`config.mk`:
```
export PLATFORM = sky130hd
export DESIGN_NAME = tef_core
export DESIGN_NICKNAME = d
export VERILOG_FILES = /design/src/core/tef_core.v
export VERILOG_INCLUDE_DIRS = /design/src /design/src/shared
export SDC_FILE = /design/constraint.sdc
export NUM_CORES = 1
export LEC_CHECK = 0
export BUFFER_PORTS_ARGS = -buffer_cell sky130_fd_sc_hd__buf_2
export CORE_ASPECT_RATIO = 0.7
export CORE_UTILIZATION = 54
export CTS_CLUSTER_DIAMETER = 80
export CTS_CLUSTER_SIZE = 16
export DETAILED_ROUTE_END_ITERATION = 8
export PLACE_DENSITY = 0.8
export SYNTH_ARGS = -nofsm -noshare
export SYNTH_HDL_FRONTEND = slang
export SYNTH_SLANG_ARGS = --single-unit
```
`constraint.sdc`:
```
create_clock -name clk -period 2.2 [get_ports clk]
set_input_delay 0.44 -clock clk [delete_from_list [all_inputs] [get_ports clk]]
set_output_delay 0.44 -clock clk [all_outputs]
set_load 0.02 [all_outputs]
```
`src/shared/tef_map.vh`:
```
// Purpose: register map and field positions of the timer event flag block
// Assumes: classic Wishbone slave, 32-bit data, byte addresses
// Notes:   definitions only
`ifndef TEF_MAP_VH
`define TEF_MAP_VH

// register byte offsets
`define TEF_OFS_CONTROL      8'h00
`define TEF_OFS_REQ_ENABLE   8'h0C
`define TEF_OFS_EVT_STATUS   8'h10
`define TEF_OFS_EVT_GEN      8'h14
`define TEF_OFS_CAP1         8'h34
`define TEF_OFS_CAP2         8'h38
`define TEF_OFS_CAP3         8'h3C
`define TEF_OFS_CAP4         8'h40

// reset values
`define TEF_RST_CONTROL      16'h0000
`define TEF_RST_REQ_ENABLE   16'h0000
`define TEF_RST_EVT_STATUS   16'h0000
`define TEF_RST_CAP          16'h0000

// control register fields
`define TEF_CTL_UPD_DISABLE  0
`define TEF_CTL_UPD_SRC_SEL  1
`define TEF_CTL_TSEL_LO      4
`define TEF_CTL_TSEL_HI      6
`define TEF_CTL_CHIN_LO      8
`define TEF_CTL_CHIN_HI      11
`define TEF_CTL_MASK         16'h0F73

// request enable fields
`define TEF_EN_IRQ_LO        0
`define TEF_EN_IRQ_HI        7
`define TEF_EN_DMA_LO        8
`define TEF_EN_DMA_HI        14
`define TEF_EN_MASK          16'h7FFF

// status fields
`define TEF_ST_UPDATE        0
`define TEF_ST_CHAN_LO       1
`define TEF_ST_CHAN_HI       4
`define TEF_ST_PHASE_SWITCH  5
`define TEF_ST_TRIGGER       6
`define TEF_ST_BREAK         7

// event generate field
`define TEF_GEN_UPDATE       0

// trigger select codes
`define TEF_TSEL_TMR5        3'h0
`define TEF_TSEL_TMR2        3'h1
`define TEF_TSEL_TMR3        3'h2
`define TEF_TSEL_TMR4        3'h3

`endif

```
`src/core/tef_core.v`:
```
// Purpose: event flags, request enables and trigger routing of a timer
// Assumes: classic Wishbone slave; event inputs are one-cycle pulses
//          synchronous to clk; break_in is a level
// Notes:   counter, slave controller and output stages live elsewhere
//
// How it works
// - trigger_select codes 0..3 route timers five, two, three, four
// - enable bit 0 gates the update interrupt request
// - enable bits 1..4 gate channel one to four interrupt requests
// - enable bits 5..7 gate phase switch, trigger, break interrupts
// - enable bit 8 gates the update DMA request
// - enable bits 9..12 gate channel one to four DMA requests
// - bits 13, 14 gate phase switch, trigger DMA; bit 15 reads zero
// - status bit 0 set on update event, held until software clears
// - repetition overflow or underflow gives update unless updates disabled
// - update_generate write gives update when source select and disable low
// - trigger reinit gives update when source select and disable low
// - channel one as output sets bit 1 on compare match
// - channel one as input sets bit 1 on capture; write or read clears
// - bits 2..4 act for channels two..four like bit 1
// - status bit 5 set on phase switch event until cleared
// - status bit 6 set on trigger event until cleared
// - status bit 7 set on break, zero when no break occurred
// - break flag held while break input active; clear only afterwards
//
// Chosen here: the Wishbone interface to the registers.
`timescale 1ns/1ps
`include "tef_map.vh"

module tef_core (
    // clock, reset, enable
    input  wire        clk,
    input  wire        srst,
    input  wire        ce,
    // wishbone slave
    input  wire        wb_cyc_i,
    input  wire        wb_stb_i,
    input  wire        wb_we_i,
    input  wire [7:0]  wb_adr_i,
    input  wire [3:0]  wb_sel_i,
    input  wire [31:0] wb_dat_i,
    output reg  [31:0] wb_dat_o,
    output wire        wb_ack_o,
    // timer core events
    input  wire [15:0] counter_value,
    input  wire        rep_wrap,
    input  wire        trig_reinit,
    input  wire        trigger_event,
    input  wire        phase_switch_event,
    input  wire        break_in,
    input  wire [3:0]  chan_match,
    input  wire [3:0]  chan_capture,
    // internal trigger sources: 0 tmr5, 1 tmr2, 2 tmr3, 3 tmr4
    input  wire [3:0]  internal_trigger_input,
    // outputs to timer core
    output reg         trigger_to_slave,
    output reg         update_event,
    // requests to interrupt and dma controllers
    output wire [7:0]  irq_req,
    output wire [6:0]  dma_req
);

    reg  [15:0] control_r;
    reg  [15:0] control_nxt;
    reg  [15:0] enable_r;
    reg  [15:0] enable_nxt;
    reg  [15:0] status_r;
    reg  [15:0] status_nxt;
    reg  [15:0] cap_r [0:3];
    reg         ack_r;
    reg  [31:0] rdata_nxt;

    wire        acc;
    wire        wr_acc;
    wire        rd_acc;
    wire        upd_dis;
    wire        upd_src;
    wire [2:0]  tsel;
    wire [3:0]  chan_in;
    wire        gen_wr;
    wire        upd_now;
    wire [3:0]  chan_set;
    wire [3:0]  cap_rd;
    wire [15:0] hw_set;
    wire [15:0] sw_clr;

    // byte-lane merge of a write into a 16-bit register
    function [15:0] lane_merge;
        input [15:0] old_v;
        input [31:0] new_v;
        input [3:0]  sel;
        begin
            lane_merge[7:0]  = sel[0] ? new_v[7:0]  : old_v[7:0];
            lane_merge[15:8] = sel[1] ? new_v[15:8] : old_v[15:8];
        end
    endfunction

    // true on the acking edge of a write or read at the given offset
    function hit;
        input       valid;
        input [7:0] adr;
        input [7:0] ofs;
        begin
            hit = valid && (adr == ofs);
        end
    endfunction

    // bus handshake: ack one cycle after the request, then dropped
    assign acc      = wb_cyc_i && wb_stb_i && ack_r;
    assign wr_acc   = acc && wb_we_i;
    assign rd_acc   = acc && !wb_we_i;
    assign wb_ack_o = ack_r;

    always @(posedge clk) begin
        if (srst) begin
            ack_r <= 1'b0;
        end else if (ce) begin
            ack_r <= wb_cyc_i && wb_stb_i && !ack_r;
        end
    end

    // control fields
    assign upd_dis = control_r[`TEF_CTL_UPD_DISABLE];
    assign upd_src = control_r[`TEF_CTL_UPD_SRC_SEL];
    assign tsel    = control_r[`TEF_CTL_TSEL_HI:`TEF_CTL_TSEL_LO];
    assign chan_in = control_r[`TEF_CTL_CHIN_HI:`TEF_CTL_CHIN_LO];

    always @(posedge clk) begin
        if (srst) begin
            trigger_to_slave <= 1'b0;
        end else if (ce) begin
            case (tsel)
                `TEF_TSEL_TMR5: trigger_to_slave <= internal_trigger_input[0];
                `TEF_TSEL_TMR2: trigger_to_slave <= internal_trigger_input[1];
                `TEF_TSEL_TMR3: trigger_to_slave <= internal_trigger_input[2];
                `TEF_TSEL_TMR4: trigger_to_slave <= internal_trigger_input[3];
                default:        trigger_to_slave <= 1'b0;
            endcase
        end
    end

    // update_generate is a write-only strobe bit
    assign gen_wr = hit(wr_acc, wb_adr_i, `TEF_OFS_EVT_GEN) && wb_sel_i[0]
                    && wb_dat_i[`TEF_GEN_UPDATE];

    assign upd_now = (rep_wrap && !upd_dis)
                   || ((gen_wr || trig_reinit) && !upd_dis && !upd_src);

    always @(posedge clk) begin
        if (srst) begin
            update_event <= 1'b0;
        end else if (ce) begin
            update_event <= upd_now;
        end
    end

    assign chan_set = (chan_match & ~chan_in) | (chan_capture & chan_in);

    // reading a capture register clears its flag
    assign cap_rd[0] = hit(rd_acc, wb_adr_i, `TEF_OFS_CAP1);
    assign cap_rd[1] = hit(rd_acc, wb_adr_i, `TEF_OFS_CAP2);
    assign cap_rd[2] = hit(rd_acc, wb_adr_i, `TEF_OFS_CAP3);
    assign cap_rd[3] = hit(rd_acc, wb_adr_i, `TEF_OFS_CAP4);

    // break flag held while break active
    assign hw_set = {8'h00, break_in, trigger_event, phase_switch_event,
                     chan_set, upd_now};

    // write zero clears, write one keeps
    assign sw_clr[7:0] = (hit(wr_acc, wb_adr_i, `TEF_OFS_EVT_STATUS)
                          && wb_sel_i[0]) ? ~wb_dat_i[7:0] : 8'h00;
    assign sw_clr[15:8] = 8'h00;

    always @* begin
        control_nxt = control_r;
        enable_nxt  = enable_r;
        if (hit(wr_acc, wb_adr_i, `TEF_OFS_CONTROL)) begin
            control_nxt = lane_merge(control_r, wb_dat_i, wb_sel_i)
                          & `TEF_CTL_MASK;
        end
        if (hit(wr_acc, wb_adr_i, `TEF_OFS_REQ_ENABLE)) begin
            enable_nxt = lane_merge(enable_r, wb_dat_i, wb_sel_i)
                         & `TEF_EN_MASK;
        end
        status_nxt = (status_r & ~sw_clr
                      & ~{11'h000, cap_rd, 1'b0}) | hw_set;
    end

    always @(posedge clk) begin
        if (srst) begin
            control_r <= `TEF_RST_CONTROL;
            enable_r  <= `TEF_RST_REQ_ENABLE;
            status_r  <= `TEF_RST_EVT_STATUS;
        end else if (ce) begin
            control_r <= control_nxt;
            enable_r  <= enable_nxt;
            status_r  <= status_nxt;
        end
    end

    // capture registers latch the counter on input capture
    // one process drives the whole array, so each word has one driver
    integer k;
    always @(posedge clk) begin
        for (k = 0; k < 4; k = k + 1) begin
            if (srst) begin
                cap_r[k] <= `TEF_RST_CAP;
            end else if (ce && chan_in[k] && chan_capture[k]) begin
                cap_r[k] <= counter_value;
            end
        end
    end

    // read data, latched at the edge that raises ack
    always @* begin
        rdata_nxt = 32'h0000_0000;
        case (wb_adr_i)
            `TEF_OFS_CONTROL:    rdata_nxt = {16'h0000, control_r};
            `TEF_OFS_REQ_ENABLE: rdata_nxt = {16'h0000, enable_r};
            `TEF_OFS_EVT_STATUS: rdata_nxt = {16'h0000, status_r};
            `TEF_OFS_CAP1:       rdata_nxt = {16'h0000, cap_r[0]};
            `TEF_OFS_CAP2:       rdata_nxt = {16'h0000, cap_r[1]};
            `TEF_OFS_CAP3:       rdata_nxt = {16'h0000, cap_r[2]};
            `TEF_OFS_CAP4:       rdata_nxt = {16'h0000, cap_r[3]};
            default:             rdata_nxt = 32'h0000_0000;
        endcase
    end

    always @(posedge clk) begin
        if (srst) begin
            wb_dat_o <= 32'h0000_0000;
        end else if (ce && wb_cyc_i && wb_stb_i && !ack_r) begin
            wb_dat_o <= rdata_nxt;
        end
    end

    assign irq_req = status_r[7:0]
                     & enable_r[`TEF_EN_IRQ_HI:`TEF_EN_IRQ_LO];
    // update, channel, phase switch and trigger dma gates
    assign dma_req = status_r[6:0]
                     & enable_r[`TEF_EN_DMA_HI:`TEF_EN_DMA_LO];

endmodule

```
Word level (Yosys, flattened, before mapping)
Memory sizes are Yosys's and may differ from the RTL's.
Cells that the tools add are included.
Widths: inputs -> output; s select.
{"block": "totals", "ff_bits": 75, "mem_bits_rw": 64, "out_inout_bits": 50, "wordCells": 99, "input_bits": 83, "memories": 1}
{"block": "classes", "bitwise": 16, "n_reduce_logical": 42, "eq_ne": 10, "mux": 21}
{"memory": "cap_r", "depth": 4, "word_bits": 16, "rd": 4, "rd_ports_with_merged_regs": 0, "wr": 4, "line_no": "tef_core.v:69", "rtl": "reg [15:0] cap_r [0:3];"}
{"cell": "$pmux 16 s7", "count": 1}
{"cell": "$mux 16", "count": 4}
{"cell": "$and 16x16->16", "count": 2}
{"cell": "$logic_and 1x1->1", "count": 30}
{"cell": "$eq 8x6->1 const B", "count": 3}
{"cell": "$eq 8x5->1 const B", "count": 2}
{"cell": "$not 5->16", "count": 1}
{"cell": "$not 8->16", "count": 1}
{"cell": "$or 16x8->16", "count": 1}
{"cell": "$mux 1", "count": 14}
{"cell": "$reduce_and 3->1", "count": 4}
{"cell": "$and 4x4->4", "count": 2}
{"cell": "$and 8x8->8", "count": 1}
{"cell": "$eq 8x4->1 const B", "count": 1}
{"cell": "$eq 8x7->1 const B", "count": 1}
{"cell": "$logic_not 8->1", "count": 1}
{"cell": "$mux 8", "count": 1}
{"cell": "$not 8->8", "count": 1}
{"cell": "$and 7x7->7", "count": 1}
{"cell": "$eq 3x2->1 const B", "count": 2}
{"cell": "$logic_not 1->1", "count": 4}
{"cell": "$not 4->4", "count": 1}
{"cell": "$or 1x1->1", "count": 4}
{"cell": "$or 4x4->4", "count": 1}
{"cell": "4 further kinds", "count": 5}

Depth between registers and ports, before layout
Gate-level depths: netlist of the first run.
{"block": "depth", "depth_word": 11, "mapped_depth": 7, "mapped_depth_nobuf": 5}

Worst setup path before layout of the first run
No wires, ideal clock.
{"block": "synth_timing", "kind": "input-to-reg", "from": "input port wb_adr_i[6]", "to": "register wb_dat_o[10]", "stages": 5, "n_path_buf": 2, "setup_ns": 0.131, "slack_ns": 0.412, "t_required_ns": 2.069, "arrival_time_ns": 1.657, "cell_sequence": "buf_4 buf_1 mux2_2 a222oi_1 o21ai_0"}
{"block": "synth_via", "elab_chain_cells": 2, "elab_cells_between_ends": 8, "cone_classes": "eq/ne (6); mux (1); reduce/logical (1)"}
{"element": "from (decl)", "line_no": "tef_core.v:39", "rtl": "input wire [7:0] wb_adr_i,"}
{"element": "$eq 8x7->1, or another cell as far along", "line_no": "tef_core.v:217", "rtl": "case (wb_adr_i)"}
{"element": "$pmux 16 s7 (*)", "line_no": "tef_core.v:217"}
{"element": "to (signal assigned)", "line_no": "tef_core.v:233", "rtl": "wb_dat_o <= rdata_nxt;"}
{"element": "to (decl)", "line_no": "tef_core.v:42", "rtl": "output reg [31:0] wb_dat_o,"}
Every way passes the cells marked *; elsewhere a longest branch is shown, timed or not.
A chain may end at the register's enable or synchronous reset.

==> results of run 1 <==
==> worst max-delay path, delay by kind of cell (launching register included) <==
family,cells,cell delay [ns]
DFF,1,0.45
and+or+nand+nor,3,1.24
==> routing by layer <==
| layer | vias up | share of wire, % | track usage (%) |
|---|---|---|---|
| met5 | - | 0 | 0 |
| met4 | 0 | 2.1 | 10.19 |
| met3 | 47 | 11 | 9.342 |
| met2 | 290 | 45 | 46.88 |
| met1 | 2256 | 41 | 43.93 |
| li1 | 2089 | - | - |
==> worst paths after layout <==
path | from | to | slack (ns) | cells past startpoint
hold / removal | wb_dat_i[12] | enable_r[12] | 0.26 | 3
setup / recovery | control_r[9] | cap_r[1][7] | 0.36 | 3
setup reg to reg | control_r[9] | cap_r[1][7] | 0.36 | 3
hold reg to reg | wb_dat_o[8] | wb_dat_o[8] | 0.45 | 2
==> per-stage QoR <==
stage / setup slack, ns / cells / util [%] / hold slack [ns] / power [mW]
after floorplan: 0.4116 / 541 / - / 0.4573 / 2.583
after CTS: 0.3919 / 771 / 68.33 / 0.2560 / 5.388
final: 0.3647 / 771 / 68.33 / 0.2611 / 5.399
after global placement: 0.1487 / 739 / 62.43 / 0.4303 / 2.705
after global routing: 0.2101 / 771 / 68.33 / 0.2580 / 5.532
after detailed placement: 0.09288 / 739 / 62.43 / 0.4423 / 2.716
==> kinds of logic (layout without fill, tap and decap cells) <==
group           count (synthesis)  in the layout
simple gates                  203            203
other cells                     1             16
buf+inv                        49            151
compound gates                131            131
flops                         115            115
mux                            27             27
==> flip-flops by register name, indices dropped and copies added (netlist names) <==
register and flops:
update_event 1, enable_r 15, wb_dat_o 16, trigger_to_slave 1, wb_ack_o 1, control_r 9, status_r 8, cap_r 64
==> synthesized netlist by cell type, types with 7 or more instances <==
library cell   n
a21oi_1       38
a22o_1        13
and2_1        81
buf_2          8
buf_4         20
clkbuf_1      16
dfxtp_1       51
edfxtp_1      64
mux2_2        15
mux2i_1       11
nand2_1       50
nand2b_1       7
nand3_1       11
nor2_1        19
nor3_1         9
o21ai_0       30
o21ai_1       13
==> power breakdown <==
| part | internal, mW | leakage, nW | switching [mW] | total, mW |
|---|---|---|---|---|
| clock | 1.75 | 0.293 | 0.963 | 2.71 |
| combinational | 0.121 | 1.30 | 0.211 | 0.332 |
| sequential | 2.32 | 1.07 | 0.0349 | 2.35 |
| total | 4.19 | 2.67 | 1.21 | 5.40 |
==> layout make-up <==
class / instances / share of cell area, %
Clock buffer: 22 / 7.075
Clock inverter: 10 / 1.564
Tap cell: 128 / 2.383
Timing Repair Buffer: 118 / 9.756
Multi-Input combinational cell: 377 / 35.38
Inverter: 1 / 0.05586
Sequential cell: 115 / 43.79
==> placed cells by master, fill, tap and decap left out, types with 4 or more instances in the layout <==
cell type,n
a22oi_1,6
clkbuf_16,18
dfxtp_1,51
a21oi_1,38
edfxtp_1,64
nand2b_1,7
nor3_1,9
nand2_1,50
buf_4,20
mux2_2,15
a22o_1,13
buf_2,97
a31o_2,4
and2_1,81
o21ai_1,13
nor2_1,19
o21ai_0,30
mux2i_1,11
clkinv_2,6
a221o_1,5
a222oi_1,6
conb_1,16
nand3_1,11
nor2b_1,6
==> flow_metrics.env, run 1 <==
export IMPL_finClkSkew_ns=0.007262
export IMPL_path_class="flop to flop"
export IMPL_fillers=732
export IMPL_final_layout_size_suffix_gt1_share_pct=28.62
export IMPL_rsz0062_at_grt="no"
export IMPL_nets=713
export IMPL_cts_hold_buf=0
export IMPL_synth_edf_count=64
export IMPL_root_buffer="clkbuf_16"
export IMPL_area_growth_pct=21.10
export IMPL_synth_seq_area_share_pct=53.03
export IMPL_finalSetupTns_ns=0
export IMPL_detail_route_first_pass_iterations=8
export IMPL_clk_insertion_delay_late_ns=0.42
export IMPL_grt_overflow_total=0
export IMPL_dr_total_vias=4682
export IMPL_register_area_um2=2943
export IMPL_vias_per_cell=6.073
export IMPL_vdd_drop_max_v=0.0006821
export IMPL_grt_pass1_vias=4319
export IMPL_slew_viol_final=0
export IMPL_critical_path_arrival_ns=2.12
export IMPL_ys_types=57
export IMPL_die_w_um=123.2
export IMPL_power_leakage_nw=2.665
export IMPL_ys_seq_elements=115
export IMPL_multi_input_area_um2=2377
export IMPL_h_tree_depth=4
export IMPL_cts_buffers=17
export IMPL_track_usage_pct=31.45
export IMPL_dp_hpwl_um=10970
export IMPL_synth_top_area_cell="edfxtp_1"
export IMPL_synth_mux_area_share_pct=5.434
export IMPL_slowest_stage="nor2_1"
export IMPL_worst_slew_pin_slew_ns=1.124
export IMPL_hold_path_class="input pin to flop"
export IMPL_worstSetupEndpointType="flop"
export IMPL_path_cells="nand2_1, nor2_1, and2_1"
export IMPL_die_h_um=86.82
export IMPL_clk_pin_slew_ns=0.05
export IMPL_setup_violations=0
export IMPL_gp_congestion=0.9170
export IMPL_power_density_nw_per_um2=803.4
export IMPL_cts_sinks=115
export IMPL_grt_max_degree=41
export IMPL_synthTopCellsByArea="edfxtp_1 35%, dfxtp_1 18%, and2_1 9.1%"
export IMPL_cpPeakStageDelay_ns=0.87
export IMPL_clk_path_buf_depth=2
export IMPL_synthArstFlopShare_pct=0
export IMPL_initial_core_util_pct=56.42
export IMPL_cts_tree="yes"
export IMPL_core_area_um2=9834
export IMPL_postSynthCellCount=526
export IMPL_wl_um=15790
export IMPL_port_buffer_count=97
export IMPL_required_ns=2.48
export IMPL_min_period_ns=1.835
export IMPL_maxSlewHeadroom_pct=24.76
export IMPL_ant_nets=0
export IMPL_place_area_um2=6140
export IMPL_cts_resized=0
export IMPL_rows=30
export IMPL_synth_adder_area_share_pct=0
export IMPL_syn_avg_cell_area_um2=10.55
export IMPL_fin_area_um2=6720
export IMPL_grt_pass1_wl_um=23760
export IMPL_synth_compound_area_share_pct=15.24
export IMPL_synth_simple_area_share_pct=21.08
export IMPL_synthXorXnorAreaFrac_pct=0
export IMPL_cap_violations=0
export IMPL_drcViolationCount=0
export IMPL_hold_violations=0
export IMPL_synth_flop_cell="edfxtp_1"
export IMPL_yosysWarnings=0
export IMPL_io_pins=133
export IMPL_post_route_period_util_pct=83.42
export IMPL_outcome="completed"
export IMPL_postCtsSetupBuffers=0
export IMPL_post_drt_wl_per_cell_um=20.49
export IMPL_yosysTopAreaCellShare_pct=34.63
export IMPL_cp_start_kind="flop"
export IMPL_die_area_um2=10690
export IMPL_antenna_found_initial=1
export IMPL_worst_path_max_fanout=16
export IMPL_antenna_cells=0
export IMPL_max_freq_ghz=0.5449
export IMPL_drtIter0Drc=674
export IMPL_syn_cell_area_um2=5549
export IMPL_synth_top_family_by_area="simple AND/OR/NAND/NOR gates"
Power figures use the tool's default switching activity.
==> inputs of run 2 (changes only) <==
==> constraint.sdc (replaced) <==
create_clock -name clk -period 1.8 [get_ports clk]
set_input_delay 0.36 -clock clk [delete_from_list [all_inputs] [get_ports clk]]
set_output_delay 0.36 -clock clk [all_outputs]
set_load 0.02 [all_outputs]
==> flow_metrics.env, run 2 (synthesis results as in run 1) <==
export IMPL_outcome="completed"
export IMPL_pwr_share_comb_pct=6.4
export IMPL_rsz0062_at_grt="no"
export IMPL_root_buffer="clkbuf_16"
export IMPL_grt_max_degree=41
export IMPL_detail_route_first_pass_iterations=6
export IMPL_drtIter0Drc=621
export IMPL_slew_viol_final=0
export IMPL_port_buffer_count=97
export IMPL_grt_overflow_total=0
export IMPL_critical_path_arrival_ns=1.96
export IMPL_required_ns=2.08
export IMPL_clk_path_buf_depth=2
export IMPL_die_w_um=123.2
export IMPL_p_sw_share_pct=21.97
export IMPL_initial_core_util_pct=56.42
export IMPL_largestRegisters="cap_r (64), wb_dat_o (16), enable_r (15)"
export IMPL_antenna_found_initial=0
export IMPL_crit_start="wb_ack_o"
export IMPL_die_area_um2=10690
export IMPL_maxSlewHeadroom_pct=25.53
export IMPL_post_route_period_util_pct=93.79
export IMPL_track_usage_pct=31.81
export IMPL_cts_buffers=17
export IMPL_path_class="flop to flop"
export IMPL_h_tree_depth=4
export IMPL_cts_sinks=115
export IMPL_fin_cells=805
export IMPL_regMostFlops="cap_r"
export IMPL_seq_power_share_pct=41.3
export IMPL_hold_violations=0
export IMPL_clk_pin_slew_ns=0.06
export IMPL_ant_nets=0
export IMPL_hold_start="wb_dat_i[13]"
export IMPL_clock_power_share_pct=52.3
export IMPL_grt_pass1_vias=4587
export IMPL_vias_per_cell=5.923
export IMPL_timing_rr_start="wb_ack_o"
export IMPL_grt_pass1_wl_um=24400
export IMPL_dp_hpwl_um=11370
export IMPL_hold_path_class="input pin to flop"
export IMPL_area_growth_pct=28.09
export IMPL_antenna_cells=0
export IMPL_io_pins=133
export IMPL_worst_slew_pin_slew_ns=1.113
export IMPL_final_cell_mix="97 x buf_2, 81 x and2_1, 64 x edfxtp_1, 51 x dfxtp_1, 50 x nand2_1"
export IMPL_vdd_drop_max_v=0.0006412
export IMPL_wl_um=16110
export IMPL_holdWs_ns=0.1838
export IMPL_cts_tree="yes"
export IMPL_dp_cells=773
export IMPL_die_h_um=86.82
export IMPL_p_sw_mw=1.531
export IMPL_post_drt_wl_per_cell_um=20.01
export IMPL_min_period_ns=1.688
export IMPL_dr_total_vias=4768
export IMPL_finClkSkew_ns=0.006748
export IMPL_p_int_mw=5.437
export IMPL_nets=747
export IMPL_power_leakage_nw=2.887
export IMPL_setup_violations=0
export IMPL_final_layout_size_suffix_gt1_share_pct=32.79
export IMPL_max_freq_ghz=0.5924
export IMPL_cap_violations=0
export IMPL_drcViolationCount=0
export IMPL_core_area_um2=9834
export IMPL_largest_reg_flops=64
export IMPL_final_common_cell="buf_2"
export IMPL_power_density_nw_per_um2=980.3
export IMPL_worstSetupEndpointType="flop"
export IMPL_worst_path_max_fanout=7
export IMPL_cp_start_kind="flop"
export IMPL_clk_insertion_delay_late_ns=0.41
export IMPL_rows=30
export IMPL_gp_congestion=0.9373
export IMPL_fillers=700
[run 2: cell count changes in the layout (fill, tap and decap cells not counted), sizes merged]
cell | previous run | this run
buf | 118 | 152
bufinv | 2 | 3
inv | 2 | 4
clkbuf | 22 | 21
clkinv | 7 | 5
[run 2: timing repair]
action | 4_1_cts | 5_1_grt
setup buffers | 0 | 0
endpoints found under the setup margin | 0 | 32
hold buffers | 0 | 0
resized for setup | 0 | 2
[run 2: layer usage]
metal	share of wire, %	vias up	GRT usage (%)
met5	0	-	0
met4	1.7	0	11.94
met3	10	24	6.447
met2	46	286	47.79
met1	43	2298	45.44
li1	-	2160	-
[run 2: cell type report]
class | instances | area, µm² | area share [%]
sequential | 115 | 2943 | 41.40
tap | 128 | 160.2 | 2.253
inverter | 1 | 3.754 | 0.05281
clock buffer | 21 | 504.2 | 7.094
multi-input combinational | 377 | 2382 | 33.52
timing repair buffer | 152 | 973.4 | 13.69
clock inverter | 11 | 141.4 | 1.989
[run 2: path summary, 6_finish.rpt]
kind	to	depth (start not counted)	slack [ns]
min	enable_r[13]	3	0.18
max reg2reg	enable_r[11]	5	0.11
min reg2reg	wb_dat_o[13]	2	0.45
max	enable_r[11]	5	0.11
[run 2: worst max-delay path, cell delays in order (launching register included)]
cell and delay (ns):
dfxtp_1 0.40, and4_2 0.36, nand3_1 0.17, nor2_4 0.24
mux2i_1 0.27, nor2_1 0.10
[run 2: power groups by stage]
stage	logic [mW]	registers [mW]	clock network [mW]
3_3_place_gp	0.428	2.92	0
3_5_place_dp	0.437	2.93	0
5_1_grt	0.479	2.88	3.78
4_1_cts	0.440	2.87	3.67
6_report	0.447	2.87	3.65
2_1_floorplan	0.245	2.91	0
[run 2: metrics by stage]
step | util (%) | setup WS (ns) | area, µm² | power (mW) | TNS [ns]
final | 72.28 | 0.1118 | 7108 | 6.968 | 0
after global routing | 72.28 | 0.01512 | 7108 | 7.138 | 0
after CTS | 72.23 | 0.001674 | 7103 | 6.979 | 0
after detailed placement | 65.66 | -0.2074 | 6457 | 3.363 | -11.88
after global placement | 65.66 | -0.1501 | 6457 | 3.351 | -9.781
after floorplan | - | 0.06546 | 5605 | 3.158 | 0
==> inputs of run 3 (changes only) <==
--- a/config.mk
+++ b/config.mk
@@ -8,11 +8,13 @@
 export LEC_CHECK = 0
 export BUFFER_PORTS_ARGS = -buffer_cell sky130_fd_sc_hd__buf_2
 export CORE_ASPECT_RATIO = 0.7
-export CORE_UTILIZATION = 54
+export CORE_UTILIZATION = 56
+export CTS_BUF_LIST = sky130_fd_sc_hd__clkbuf_4 sky130_fd_sc_hd__clkbuf_8
 export CTS_CLUSTER_DIAMETER = 80
 export CTS_CLUSTER_SIZE = 16
 export DETAILED_ROUTE_END_ITERATION = 8
-export PLACE_DENSITY = 0.8
+export GPL_TIMING_DRIVEN = 0
+export PLACE_DENSITY = 0.83
 export SYNTH_ARGS = -nofsm -noshare
 export SYNTH_HDL_FRONTEND = slang
 export SYNTH_SLANG_ARGS = --single-unit
==> flow_metrics.env, run 3 (synthesis results as in run 1) <==
export IMPL_port_buffer_count=92
export IMPL_post_drt_wl_per_cell_um=20.06
export IMPL_vdd_drop_max_v=0.0006390
export IMPL_grt_max_degree=17
export IMPL_total_power_mw=5.792
export IMPL_use_met1_pct=42.95
export IMPL_die_area_um2=10320
export IMPL_dr_total_vias=4737
export IMPL_detail_route_first_pass_iterations=6
export IMPL_min_period_ns=1.703
export IMPL_power_leakage_nw=2.655
export IMPL_final_layout_size_suffix_gt1_share_pct=30.08
export IMPL_fillers=705
export IMPL_worst_path_max_fanout=10
export IMPL_nets=735
export IMPL_cap_violations=0
export IMPL_rsz0062_at_grt="no"
export IMPL_pwr_share_comb_pct=7.5
export IMPL_drtIter0Drc=522
export IMPL_maxSlewHeadroom_pct=58.37
export IMPL_max_freq_ghz=0.5874
export IMPL_fin_cells=789
export IMPL_crit_start="wb_ack_o"
export IMPL_io_pins=133
export IMPL_ant_nets=0
export IMPL_rrSetupSlack_ns=0.1
export IMPL_drcViolationCount=0
export IMPL_clk_insertion_delay_late_ns=0.44
export IMPL_fin_area_um2=6655
export IMPL_regMostFlops="cap_r"
export IMPL_wl_um=15820
export IMPL_post_route_period_util_pct=94.58
export IMPL_largest_reg_flops=64
export IMPL_gr_max_usage_layer="met2"
export IMPL_final_common_cell="buf_2"
export IMPL_hold_path_end="status_r[0]"
export IMPL_place_area_um2=6221
export IMPL_grt_pass1_vias=4567
export IMPL_grt_pass1_wl_um=24360
export IMPL_antenna_cells=0
export IMPL_gp_congestion=0.9420
export IMPL_use_met2_pct=49.25
export IMPL_dp_hpwl_um=11590
export IMPL_largestRegisters="cap_r (64), wb_dat_o (16), enable_r (15)"
export IMPL_hold_path_class="input pin to flop"
export IMPL_h_tree_depth=4
export IMPL_core_area_um2=9325
export IMPL_worst_slew_pin_slew_ns=0.6244
export IMPL_whs_path_depth=3
export IMPL_clk_pin_slew_ns=0.07
export IMPL_initial_core_util_pct=59.51
export IMPL_cts_sinks=115
export IMPL_required_ns=2.10
export IMPL_die_h_um=85.29
export IMPL_track_usage_pct=32.39
export IMPL_cts_buffers=17
export IMPL_clock_power_share_pct=42.8
export IMPL_clk_path_buf_depth=2
export IMPL_met3_usage_pct=10.82
export IMPL_worstSetupEndpointType="flop"
export IMPL_r2r_end="enable_r[6]"
export IMPL_vias_per_cell=6.004
export IMPL_rows=29
export IMPL_hold_start="trig_reinit"
export IMPL_die_w_um=121.0
export IMPL_p_sw_share_pct=23.04
export IMPL_cts_tree="yes"
export IMPL_critical_path_arrival_ns=2.01
export IMPL_finClkSkew_ns=0.009314
export IMPL_root_buffer="clkbuf_8"
export IMPL_ff2ff_path_depth=5
export IMPL_power_density_nw_per_um2=870.3
export IMPL_final_cell_mix="100 x buf_2, 81 x and2_1, 64 x edfxtp_1, 51 x dfxtp_1, 50 x nand2_1"
export IMPL_slew_viol_final=0
export IMPL_setup_violations=0
export IMPL_hold_violations=0
export IMPL_seq_power_share_pct=49.7
export IMPL_area_growth_pct=19.93
export IMPL_cp_start_kind="flop"
export IMPL_p_int_mw=4.457
export IMPL_timing_rr_start="wb_ack_o"
export IMPL_cts_hold_buf=0
export IMPL_dp_cells=757
export IMPL_antenna_found_initial=0
export IMPL_outcome="completed"
export IMPL_p_sw_mw=1.335
export IMPL_path_class="flop to flop"
export IMPL_grt_overflow_total=0
## run 3: cell types whose count changed in the layout (fill, tap and decap cells not counted), moves of 5 or more
cell / previous run / this run
clkbuf_8: 0 / 21
clkbuf_2: 0 / 5
buf_12: 6 / 0
clkbuf_16: 20 / 0
clkbuf_1: 1 / 12
clkbuf_4: 0 / 6
buf_4: 49 / 20
## run 3: worst max path at each step
stage                         to  slack, ns
global route         enable_r[6]      0.003
CTS                  wb_dat_o[2]       0.06
global placement    wb_dat_o[12]      -0.25
detailed placement   wb_dat_o[2]      -0.33
finish               enable_r[6]        0.1
floorplan           enable_r[10]       0.07
## run 3: cell type report
type	count	area (µm²)	area share, %
plain buffers	48	286.5	4.305
clock buffers	27	334.1	5.020
clock inverters	5	75.07	1.128
inverters	1	3.754	0.05640
multi-input cells	377	2397	36.02
flip-flops and latches	115	2943	44.22
well taps	124	155.1	2.331
repair buffers	92	460.4	6.919
## run 3: routing by layer
metal	up-vias	part of all wire, %
met5	-	0
met4	0	2.0
met3	34	11
met2	307	46
met1	2269	41
li1	2127	-
## run 3: metrics by stage
step	util [%]	TNS (ns)	hold WS, ns	setup WS (ns)
after CTS	71.22	0	0.1348	0.05765
after global routing	71.37	0	0.1436	0.003339
after global placement	66.71	-13.13	0.4326	-0.2521
final	71.37	0	0.1555	0.09748
after floorplan	-	0	0.4573	0.06546
after detailed placement	66.71	-19.29	0.4382	-0.3277
## run 3: power by group through the flow
stage	sequential, mW	clock (mW)	combinational, mW
6_report	2.88	2.48	0.433
5_1_grt	2.88	2.59	0.464
4_1_cts	2.87	2.48	0.422
3_5_place_dp	2.93	0	0.418
3_3_place_gp	2.92	0	0.409
2_1_floorplan	2.91	0	0.245
## run 3: worst max-delay path: stages (launching register included)
cell and delay, ns:
dfxtp_1 0.43, and4_4 0.31, nand3_1 0.23, clkbuf_2 0.26
o21ai_0 0.24, a21oi_1 0.10
## run 3: what timing repair did
action / in CTS / in global routing
resized for setup: 3 / 11
setup endpoints to repair: 15 / 46
buffers inserted: 0 / 0
hold endpoints to repair: 0 / 0
pin swaps: 1 / 1
